===== src/wdt_pkg.sv =====
// package for the watchdog timer: register offsets, field positions, reset values, counts
// assumes a plain register port with 8-bit data
package wdt_pkg;
  // register offsets on the plain register port
  localparam logic [3:0] ADDR_RESET_SOURCE = 4'h0;
  localparam logic [3:0] ADDR_SYS_OPT_ONE  = 4'h1;
  localparam logic [3:0] ADDR_SYS_OPT_TWO  = 4'h2;
  localparam logic [3:0] ADDR_IRQ_STATUS   = 4'h3;
  localparam logic [3:0] ADDR_IRQ_MASK     = 4'h4;
  // field positions
  localparam int BIT_ENABLE      = 7;   // system_options_one
  localparam int BIT_TIMEOUT_SEL = 6;   // system_options_one
  localparam int BIT_CLOCK_SEL   = 6;   // system_options_two
  localparam int BIT_SRC_WDOG    = 5;   // reset_source_register
  localparam int BIT_SRC_OTHER   = 0;   // reset_source_register
  localparam int BIT_IRQ_TIMEOUT = 0;   // timeout event
  localparam int BIT_IRQ_SERVICE = 1;   // service event
  // reset values
  localparam logic [7:0] OPT_ONE_RESET = 8'hc0;
  localparam logic [7:0] OPT_TWO_RESET = 8'h00;
  // overflow counts
  localparam logic [17:0] CNT_SLOW_SHORT = 18'h00020;
  localparam logic [17:0] CNT_SLOW_LONG  = 18'h00100;
  localparam logic [17:0] CNT_BUS_SHORT  = 18'h02000;
  // 2^18 does not fit the 18-bit counter: the long bus count stops one short, at all ones
  localparam logic [17:0] CNT_BUS_LONG   = 18'h3ffff;
  localparam logic [17:0] CNT_ZERO       = 18'h00000;
  localparam logic [17:0] CNT_ONE        = 18'h00001;
  // slow tick: 1 ms at 50 MHz
  localparam int TICK_PERIOD_NS = 1000000;
  localparam int CLK_PERIOD_NS  = 20;
  localparam int TICK_CYCLES    = TICK_PERIOD_NS / CLK_PERIOD_NS;
  localparam logic [15:0] TICK_LAST = 16'(TICK_CYCLES - 1);
  localparam logic [15:0] TICK_ZERO = 16'h0000;
  localparam logic [7:0]  BYTE_ZERO = 8'h00;
  localparam logic [1:0]  IRQ_ZERO  = 2'h0;
endpackage


===== src/wdt_core.sv =====
// watchdog timer core: write-once option registers, servicing decode, counter, reset request
// assumes synchronous inputs and a system that resets this block on o_sys_reset
`timescale 1ns/1ps
`default_nettype none
module wdt_core (
  // clock and reset
  input  wire logic       i_clk,
  input  wire logic       i_rst,
  // register port
  input  wire logic [3:0] i_addr,
  input  wire logic [7:0] i_wdata,
  input  wire logic       i_wr,
  input  wire logic       i_rd,
  output var  logic [7:0] o_rdata,
  // system state
  input  wire logic       i_debug_mode,
  input  wire logic       i_stop_mode,
  input  wire logic       i_wdog_reset_seen,
  // outputs
  output var  logic       o_sys_reset,
  output var  logic       o_irq
);
  // ************************************************************
  // state
  // ************************************************************
  typedef struct packed {
    logic [7:0]  opt_one;
    logic [7:0]  opt_two;
    logic        one_locked;
    logic        two_locked;
    logic [7:0]  src;
    logic [17:0] cnt;
    logic        sys_reset;
    logic [1:0]  irq_stat;
    logic [1:0]  irq_mask;
    logic        irq;
    logic [7:0]  rdata;
    logic        src_loaded;
  } wdt_st_t;
  wdt_st_t st_q, st_d;

  logic tick;
  logic halted;
  logic slow_src;
  logic svc_wr;
  logic opt_first_wr;
  logic [17:0] limit;
  logic [1:0] events;

  function automatic logic [17:0] wdt_limit(input logic clk_sel, input logic tmo_sel);
    logic [17:0] r;
    r = wdt_pkg::CNT_SLOW_SHORT;
    unique case ({clk_sel, tmo_sel})
      2'b00: r = wdt_pkg::CNT_SLOW_SHORT;
      2'b01: r = wdt_pkg::CNT_SLOW_LONG;
      2'b10: r = wdt_pkg::CNT_BUS_SHORT;
      2'b11: r = wdt_pkg::CNT_BUS_LONG;
    endcase
    return r;
  endfunction

  // ************************************************************
  // slow tick source
  // ************************************************************
  // the tick divider restarts with the counter so the first slow count is a full period
  wdt_tick u_tick (
    .i_clk   (i_clk),
    .i_rst   (i_rst),
    .i_clear (halted | svc_wr | opt_first_wr),
    .o_tick  (tick)
  );

  assign halted       = i_debug_mode | i_stop_mode;
  assign slow_src     = ~st_q.opt_two[wdt_pkg::BIT_CLOCK_SEL];
  assign svc_wr       = i_wr && (i_addr == wdt_pkg::ADDR_RESET_SOURCE);
  assign opt_first_wr = i_wr && ((i_addr == wdt_pkg::ADDR_SYS_OPT_ONE && !st_q.one_locked) ||
                                 (i_addr == wdt_pkg::ADDR_SYS_OPT_TWO && !st_q.two_locked));
  // the long bus count of 2^18 does not fit 18 bits: the counter overflows at all ones
  assign limit = wdt_limit(~slow_src, st_q.opt_one[wdt_pkg::BIT_TIMEOUT_SEL]);

  // ************************************************************
  // next state
  // ************************************************************
  always_comb begin
    st_d        = st_q;
    st_d.rdata  = wdt_pkg::BYTE_ZERO;
    events      = wdt_pkg::IRQ_ZERO;
    // reset source captured once after release; not writable by software
    if (!st_q.src_loaded) begin
      st_d.src_loaded = 1'b1;
      st_d.src = i_wdog_reset_seen ? (8'h01 << wdt_pkg::BIT_SRC_WDOG)
                                   : (8'h01 << wdt_pkg::BIT_SRC_OTHER);
    end
    // write-once option registers
    if (i_wr && i_addr == wdt_pkg::ADDR_SYS_OPT_ONE && !st_q.one_locked) begin
      st_d.opt_one    = i_wdata;
      st_d.one_locked = 1'b1;
    end
    if (i_wr && i_addr == wdt_pkg::ADDR_SYS_OPT_TWO && !st_q.two_locked) begin
      st_d.opt_two    = i_wdata;
      st_d.two_locked = 1'b1;
    end
    if (i_wr && i_addr == wdt_pkg::ADDR_IRQ_MASK) begin
      st_d.irq_mask = i_wdata[1:0];
    end
    // counter
    if (svc_wr || opt_first_wr) begin
      st_d.cnt = wdt_pkg::CNT_ZERO;
      events[wdt_pkg::BIT_IRQ_SERVICE] = svc_wr;
    end else if (halted) begin
      if (slow_src) begin
        st_d.cnt = wdt_pkg::CNT_ZERO;
      end // else hold
    end else if (st_q.opt_one[wdt_pkg::BIT_ENABLE]) begin
      if (!slow_src || tick) begin
        st_d.cnt = st_q.cnt + wdt_pkg::CNT_ONE;
      end
    end else begin
      st_d.cnt = wdt_pkg::CNT_ZERO;
    end
    // overflow raises the system reset request
    if (st_q.opt_one[wdt_pkg::BIT_ENABLE] && st_q.cnt >= limit && !st_q.sys_reset) begin
      st_d.sys_reset = 1'b1;
      events[wdt_pkg::BIT_IRQ_TIMEOUT] = 1'b1;
    end
    // sticky status: set wins over write-one-to-clear
    if (i_wr && i_addr == wdt_pkg::ADDR_IRQ_STATUS) begin
      st_d.irq_stat = st_q.irq_stat & ~i_wdata[1:0];
    end
    st_d.irq_stat = st_d.irq_stat | events;
    st_d.irq      = |(st_d.irq_stat & st_d.irq_mask);
    // read data, one cycle after the strobe
    if (i_rd) begin
      unique case (i_addr)
        wdt_pkg::ADDR_RESET_SOURCE: st_d.rdata = st_q.src;
        wdt_pkg::ADDR_SYS_OPT_ONE:  st_d.rdata = st_q.opt_one;
        wdt_pkg::ADDR_SYS_OPT_TWO:  st_d.rdata = st_q.opt_two;
        wdt_pkg::ADDR_IRQ_STATUS:   st_d.rdata = {6'h00, st_q.irq_stat};
        wdt_pkg::ADDR_IRQ_MASK:     st_d.rdata = {6'h00, st_q.irq_mask};
        default:                    st_d.rdata = wdt_pkg::BYTE_ZERO;
      endcase
    end
  end

  // ************************************************************
  // registers
  // ************************************************************
  always_ff @(posedge i_clk or posedge i_rst) begin
    if (i_rst) begin
      st_q         <= '0;
      st_q.opt_one <= wdt_pkg::OPT_ONE_RESET;
      st_q.opt_two <= wdt_pkg::OPT_TWO_RESET;
    end else begin
      st_q <= st_d;
    end
  end

  assign o_rdata     = st_q.rdata;
  assign o_sys_reset = st_q.sys_reset;
  assign o_irq       = st_q.irq;

  // ************************************************************
  // checks
  // ************************************************************
  service_clears_a: assert property (@(posedge i_clk) disable iff (i_rst)
    svc_wr |=> st_q.cnt == wdt_pkg::CNT_ZERO)
    else $error("service write did not clear counter");
  src_readonly_a: assert property (@(posedge i_clk) disable iff (i_rst)
    st_q.src_loaded && svc_wr |=> st_q.src == $past(st_q.src))
    else $error("service write altered reset source");
  disabled_quiet_a: assert property (@(posedge i_clk) disable iff (i_rst)
    !st_q.opt_one[wdt_pkg::BIT_ENABLE] && !st_q.sys_reset |=> !st_q.sys_reset)
    else $error("timeout reset while disabled");
  overflow_reset_a: assert property (@(posedge i_clk) disable iff (i_rst)
    st_q.opt_one[wdt_pkg::BIT_ENABLE] && st_q.cnt >= limit |=> st_q.sys_reset)
    else $error("overflow did not request reset");
  write_once_a: assert property (@(posedge i_clk) disable iff (i_rst)
    st_q.one_locked |=> st_q.opt_one == $past(st_q.opt_one))
    else $error("locked option register changed");
  first_write_a: assert property (@(posedge i_clk) disable iff (i_rst)
    opt_first_wr |=> st_q.cnt == wdt_pkg::CNT_ZERO)
    else $error("first option write did not clear counter");
  bus_hold_a: assert property (@(posedge i_clk) disable iff (i_rst)
    halted && !slow_src && !svc_wr && !opt_first_wr |=> st_q.cnt == $past(st_q.cnt))
    else $error("counter moved while halted on bus clock");
  slow_zero_a: assert property (@(posedge i_clk) disable iff (i_rst)
    halted && slow_src ##1 halted |-> st_q.cnt == wdt_pkg::CNT_ZERO)
    else $error("slow counter not zero while halted");
  reset_default_a: assert property (@(posedge i_clk)
    $fell(i_rst) |-> st_q.opt_one[wdt_pkg::BIT_ENABLE] && slow_src)
    else $error("watchdog not enabled after reset");
endmodule // wdt_core
`default_nettype wire


===== src/wdt_tick.sv =====
// slow tick generator: one-cycle pulse about every millisecond
// assumes a 50 MHz clock; held at zero while i_clear is high
`timescale 1ns/1ps
`default_nettype none
module wdt_tick #(
  parameter logic [15:0] LAST = wdt_pkg::TICK_LAST
) (
  // clock and reset
  input  wire logic i_clk,
  input  wire logic i_rst,
  // control
  input  wire logic i_clear,
  output var  logic o_tick
);
  typedef struct packed {
    logic [15:0] cnt;
    logic        tick;
  } wdt_tick_st_t;
  wdt_tick_st_t st_q, st_d;

  always_comb begin
    st_d      = st_q;
    st_d.tick = 1'b0;
    if (i_clear) begin
      st_d.cnt = wdt_pkg::TICK_ZERO;
    end else if (st_q.cnt == LAST) begin
      st_d.cnt  = wdt_pkg::TICK_ZERO;
      st_d.tick = 1'b1;
    end else begin
      st_d.cnt = st_q.cnt + 16'h0001;
    end
  end

  always_ff @(posedge i_clk or posedge i_rst) begin
    if (i_rst) begin
      st_q <= '0;
    end else begin
      st_q <= st_d;
    end
  end

  assign o_tick = st_q.tick;
endmodule // wdt_tick
`default_nettype wire

===== config.mk =====
export PLATFORM = sky130hd
export DESIGN_NAME = wdt_core
export DESIGN_NICKNAME = d
export VERILOG_FILES = /design/src/wdt_pkg.sv /design/src/wdt_core.sv /design/src/wdt_tick.sv
export SDC_FILE = /design/constraint.sdc
export NUM_CORES = 1
export LEC_CHECK = 0
export BUFFER_PORTS_ARGS = -buffer_cell sky130_fd_sc_hd__buf_2
export CORE_MARGIN = 4
export CORE_UTILIZATION = 45
export CTS_CLUSTER_SIZE = 10
export DETAILED_ROUTE_END_ITERATION = 16
export PLACE_DENSITY_LB_ADDON = 0.2
export SLEW_MARGIN = 20
export SYNTH_ARGS = -nofsm -noshare
export SYNTH_HDL_FRONTEND = slang
export SYNTH_SLANG_ARGS = --single-unit
export TNS_END_PERCENT = 5

===== constraint.sdc =====
create_clock -name i_clk -period 3.7 [get_ports i_clk]
set_clock_uncertainty 0.2 [all_clocks]
set_input_delay 0.925 -clock i_clk [delete_from_list [all_inputs] [get_ports i_clk]]
set_output_delay 0.925 -clock i_clk [all_outputs]
set_load 0.02 [all_outputs]

==> metrics.md, run 1 <==
| Metric | Value |
|---|---|
| Status | `finished, final reports clean` |
| DRC Markers | `0` |
| Per-cell routed wire length | `14.29 um` |
| Die ar. | `9782 um2` |
| Inserted Clock Buffers | `9` |
| Layout area overhead | `9.993%` |
| HPWL Detailed | `4884 um` |
| CP arrival | `2630 ps` |
| Synth Area per Inst | `10.50 um2` |
| Die height | `98.91 um` |
| Flops & latches, synth | `70` |
| First-pass GRT wire length | `12590 um` |
| Post-CTS Setup Bufs | `0` |
| Skew-Pair Late Insertion Delay | `340 ps` |
| Antenna violations before repair | `0` |
| Final period utilization | `71.00%` |
| Worst endpoint required time | `3710 ps` |
| Chip width | `98.91 um` |
| Fill count | `720` |
| FP Rows | `32` |
| Library cells used by synthesis | `53` |
| Post-synthesis async set-or-reset flop share | `100.0%` |
| Largest net degree at the start of global routing | `71` |
| Rel. slew slack | `37.21%` |
| Pleak | `1.860 nW` |
| Setup violations, final | `0` |
| Starting Density | `47.14%` |
| Post-synth top flop | `dfrtp_1` |
| I/O Buffers | `28` |
| Yosys warns | `0` |
| Deepest level of the CTS H-tree | `3` |
| CTS Buffer Depth | `2` |
| Via count | `2597` |
| Cts hold-fix bufs | `0` |
| Worst setup SP type | `register` |
| Sequential share of the synthesized area | `47.17%` |
| Post-Syn Instances | `354` |
| # clock sinks | `70` |
| Drt pass-1 iters | `4` |
| Minimum clock period | `2627 ps` |
| Post_cts resized | `0` |
| Critical path class | `register to register` |
| Max Freq | `380.7 MHz` |
| Post-synth EDFFs | `0` |
| Worst-Margin Slew | `934.7 ps` |
| Synth area leader | `dfrtp_1` |
| Critical path peak fanout | `14` |
| Syn nets | `395` |
| Post-route setup TNS | `0 ps` |
| Vias per cell | `5.344` |
| First DRT Iteration DRCs | `127` |
| Final WL | `6944 um` |
| Diodes inserted | `0` |
| Gp weighted congestion | `0.7924` |
| Fin worst setup slack | `1073 ps` |
| Post-place setup slack | `785.6 ps` |
| Pwr dens | `439.3 nW/um2` |
| Most frequent cell after synthesis | `dfrtp_1` |
| Worst-path clk slew | `70 ps` |
| Post-route ant nets | `0` |
| Max_cap viols | `0` |
| Core ar. | `7888 um2` |
| Root Driver | `clkbuf_8` |
| TritonCTS clock tree | `built` |
| # IOs | `29` |
| Hold Vio Cnt, Final | `0` |
| Vias in the first global route | `2649` |
| Worst setup EP type | `register` |
| Hold crit path type | `register to register` |
| Max-slew violations | `0` |
| Layout cells sized above 1 | `19.53%` |
| Cell Area, Synth | `3719 um2` |
| Post-synth top area share | `45.76%` |
| Nets | `420` |
| Total GRT Usage | `16.06%` |
| Total global routing overflow | `0` |
| Commonest cells in the netlist | `dfrtp_1, nor2_1, ha_1` |
| Hold WS | `289.1 ps` |
| RSZ-0062 raised after global routing | `no` |
| Final core utilization | `51.86%` |
| Maximum VDD drop | `0.2802 mV` |
| Synth top area cells | `dfrtp_1, ha_1, nor2_1` |
## where the power goes
part | leakage (nW) | switching [mW] | internal (mW)
logic | 0.842 | 0.182 | 0.147
clock network | 0.0913 | 0.290 | 0.279
registers | 0.926 | 0.0533 | 0.845
total | 1.86 | 0.526 | 1.27
## registers in the layout (all words and copies together), names as in the netlist
| register | cells |
|---|---|
| st_q | 43 |
| u_tick.st_q | 16 |
| o_rdata | 8 |
| o_irq | 1 |
| o_sys_reset | 1 |
| u_tick.o_tick | 1 |
## cell families (layout without fill, tap and decap cells)
logic type / count (synthesis) / after routing / synth area share [%]
buf+inv: 30 / 60 / 4.239
xor+xnor: 29 / 29 / 6.831
other cells: 1 / 1 / 0.1008
simple gates: 136 / 136 / 18.34
flops: 70 / 70 / 47.17
fa+ha+maj: 22 / 22 / 7.402
compound gates: 43 / 43 / 8.311
mux: 23 / 23 / 7.605
## path summary, 6_finish.rpt
check / slack (ps) / to / startpoint / cells past startpoint
worst max-delay path: 1070 / st_q[12] / st_q[49] / 8
max in group asynchronous: 2520 / st_q[57] / i_rst / 3
worst max register to register: 1070 / st_q[12] / st_q[49] / 8
worst min-delay path: 290 / u_tick.st_q[1] / u_tick.st_q[1] / 1
min in group asynchronous: 460 / st_q[43] / i_rst / 3
worst min register to register: 290 / u_tick.st_q[1] / u_tick.st_q[1] / 1
## layer usage
layer	vias to the layer above	share of wire, %	GRT usage [%]
met2	31	45	23.86
met5	-	0	0
met3	7	4.0	4.459
met1	1282	49	22.36
met4	0	1.5	5.987
li1	1277	-	-
## critical path, stage by stage (launching register included)
cell and delay (ps):
dfrtp_1 460, ha_1 270, inv_1 370, ha_1 320, a21oi_1 180, o221ai_1 180
a31oi_1 160, o211a_1 250, o21ai_0 110
## through the flow
step,cells,area [um2],power [mW]
6_report,486,4090,1.797
2_1_floorplan,354,3719,1.151
4_1_cts,486,4090,1.821
3_5_place_dp,470,3905,1.242
5_1_grt,486,4090,1.909
3_3_place_gp,470,3905,1.232
## area by class of cell
class / count / area (um2) / area share, %
sequential: 70 / 1754 / 42.89
clock inverter: 5 / 33.78 / 0.8259
timing repair buffer: 29 / 160.2 / 3.916
multi-input combinational: 254 / 1807 / 44.17
inverter: 15 / 56.30 / 1.377
tap: 102 / 127.6 / 3.120
clock buffer: 11 / 151.4 / 3.701
## cell usage in the layout, fill, tap and decap left out, drive strengths merged, types with 3 or more instances in the layout
cell	synthesis	final
a21o	3	3
a21oi	10	10
a22oi	5	5
a31oi	3	3
and3	6	6
buf	13	29
clkbuf	2	11
clkinv	0	3
dfrtp	68	68
ha	22	22
inv	15	15
mux2	18	18
mux2i	5	5
nand2	20	20
nand2b	3	3
nand3	17	17
nand4	12	12
nand4b	3	3
nor2	56	56
nor3	6	6
nor4	3	3
o21ai	9	9
xnor2	14	14
xor2	15	15
(Power assumes the default switching activity.)
==> inputs of run 2 (changes only) <==
- clock period: 3.7 -> 2.58 ns (I/O delays scaled with it)
==> metrics.md, run 2 (synthesis results as in run 1) <==
| Metric | Value |
|---|---|
| Final period utilization | `94.70% (+24 points)` |
| Via count | `2569 (-1.1%)` |
| Pleak | `1.905 nW (+2.4%)` |
| DRC Markers | `0 (unchanged)` |
| Pwr dens | `613.8 nW/um2 (+40%)` |
| Post-route ant nets | `0 (unchanged)` |
| Worst endpoint required time | `2620 ps (-1090 ps)` |
| Largest register FFs | `43 (unchanged)` |
| Max Freq | `409.3 MHz (+7.5%)` |
| Finished Layout Cells | `498 (+2.5%)` |
| Diodes inserted | `0 (unchanged)` |
| Die height | `98.91 um (unchanged)` |
| Cts hold-fix bufs | `0 (unchanged)` |
| Hold crit path type | `primary input to asynchronous set/reset pin` |
| Root Driver | `clkbuf_8` |
| Skew-Pair Late Insertion Delay | `340 ps (about the same)` |
| Hold Vio Cnt, Final | `0 (unchanged)` |
| Worst setup SP type | `register` |
| # clock sinks | `70 (unchanged)` |
| Worst-Margin Slew | `882.5 ps (-52.22 ps)` |
| Rel. slew slack | `40.72% (+3.5 points)` |
| Final WL | `7066 um (+1.8%)` |
| Total GRT Usage | `15.82% (-0.24 points)` |
| Vias per cell | `5.159 (-3.5%)` |
| Fill count | `668 (-7.2%)` |
| Commonest non-fill, non-tap cell in the layout | `dfrtp_1` |
| I/O Buffers | `28 (unchanged)` |
| # IOs | `29 (unchanged)` |
| Commonest non-fill, non-tap cells in the layout | `dfrtp_1, nor2_1, buf_2, ha_1, nand2_1` |
| Max-slew violations | `0 (unchanged)` |
| TritonCTS clock tree | `built` |
| Hold WS | `193.2 ps (-95.91 ps)` |
| Critical path peak fanout | `4 (-10)` |
| Largest net degree at the start of global routing | `32 (-55%)` |
| Core ar. | `7888 um2 (unchanged)` |
| Nets | `432 (+2.9%)` |
| CP arrival | `2480 ps (-150 ps)` |
| Inserted Clock Buffers | `9 (unchanged)` |
| Total global routing overflow | `0 (unchanged)` |
| Worst setup EP type | `register` |
| Status | `finished, final reports clean` |
| Maximum VDD drop | `0.4358 mV (+56%)` |
| Die ar. | `9782 um2 (unchanged)` |
| Per-cell routed wire length | `14.19 um (-0.70%)` |
| Max_cap viols | `0 (unchanged)` |
| Minimum clock period | `2443 ps (-183.8 ps)` |
| First-pass GRT wire length | `12500 um (-0.66%)` |
| Post-route setup TNS | `0 ps (unchanged)` |
| Worst-path clk slew | `80 ps (about the same)` |
| Drt pass-1 iters | `4 (unchanged)` |
| Layout cells sized above 1 | `22.47% (+2.9 points)` |
| Chip width | `98.91 um (unchanged)` |
| Gp weighted congestion | `0.7998 (+0.93%)` |
| Deepest level of the CTS H-tree | `3 (unchanged)` |
| DP Cell Count | `479 (+1.9%)` |
| Top reg by flops | `st_q` |
| First DRT Iteration DRCs | `80 (-37%)` |
| Setup violations, final | `0 (unchanged)` |
| Critical R2R Launch | `st_q[57]` |
| Antenna violations before repair | `0 (unchanged)` |
| Critical path class | `register to register` |
| HPWL Detailed | `5129 um (+5.0%)` |
| Layout area overhead | `12.62%` |
| FP Rows | `32 (unchanged)` |
| Vias in the first global route | `2651 (+0.076%)` |
| Critical Path Start | `st_q[57]` |
| CTS Buffer Depth | `2 (unchanged)` |
| Starting Density | `47.14% (unchanged)` |
## run 2: changes by cell type in the layout (fill, tap and decap cells not counted), sizes merged
cell / before / now
inv: 15 / 13
buf: 29 / 41
clkinv: 3 / 5
## run 2: worst max-delay path, cell delays in order, from the launching register on
cell      delay (ps)
dfstp_2          580
inv_1             80
ha_1             280
inv_1             40
ha_1             310
nand4_1          110
o221ai_1         210
a31oi_1          100
o211a_1          190
o31ai_2          240
## run 2: repair_timing
action	CTS	global route
hold endpoints to repair	0	0
gates resized for setup	2	3
gates cloned	0	0
buffers inserted	3	0
endpoints found under the setup margin	2	3
## run 2: cell type report
class,count,area [um2],area share (%)
Multi-Input combinational cell,254,1827,43.62
Sequential cell,70,1754,41.89
Timing Repair Buffer,41,247.7,5.916
Clock buffer,11,131.4,3.137
Tap cell,102,127.6,3.047
Inverter,15,63.81,1.524
Clock inverter,5,36.28,0.8664
## run 2: per-stage QoR
| stage | area (um2) | setup WS (ps) | power, mW | util [%] |
|---|---|---|---|---|
| final | 4188 | 136.8 | 2.570 | 53.09 |
| after global routing | 4188 | -1.223 | 2.726 | 53.09 |
| after CTS | 4170 | 28.24 | 2.592 | 52.87 |
| after detailed placement | 3976 | 6.087 | 1.798 | 50.41 |
| after global placement | 3976 | 15.76 | 1.787 | 50.41 |
| after floorplan | 3722 | 354.8 | 1.651 | - |
## run 2: routing by layer
layer  track usage, %  up-vias  part of all wire [%]
li1                 -     1298                     -
met1            22.81     1238                    49
met2            23.45       26                    46
met3            3.822        7                   3.8
met4            4.937        0                   1.2
met5                0        -                     0
## run 2: power by group
group          internal, mW  switching [mW]  total (mW)
clock                 0.351           0.419       0.770
combinational         0.239           0.274       0.513
sequential             1.21          0.0752        1.29
## run 2: worst paths after layout
check / slack (ps) / to / depth (start not counted)
setup / recovery: 140 / o_irq / 9
setup reg to reg: 140 / o_irq / 9
hold reg to reg: 290 / u_tick.st_q[1] / 1
max in group asynchronous: 1390 / st_q[11] / 3
hold / removal: 190 / st_q[51] / 2
min in group i_clk: 290 / st_q[33] / 2
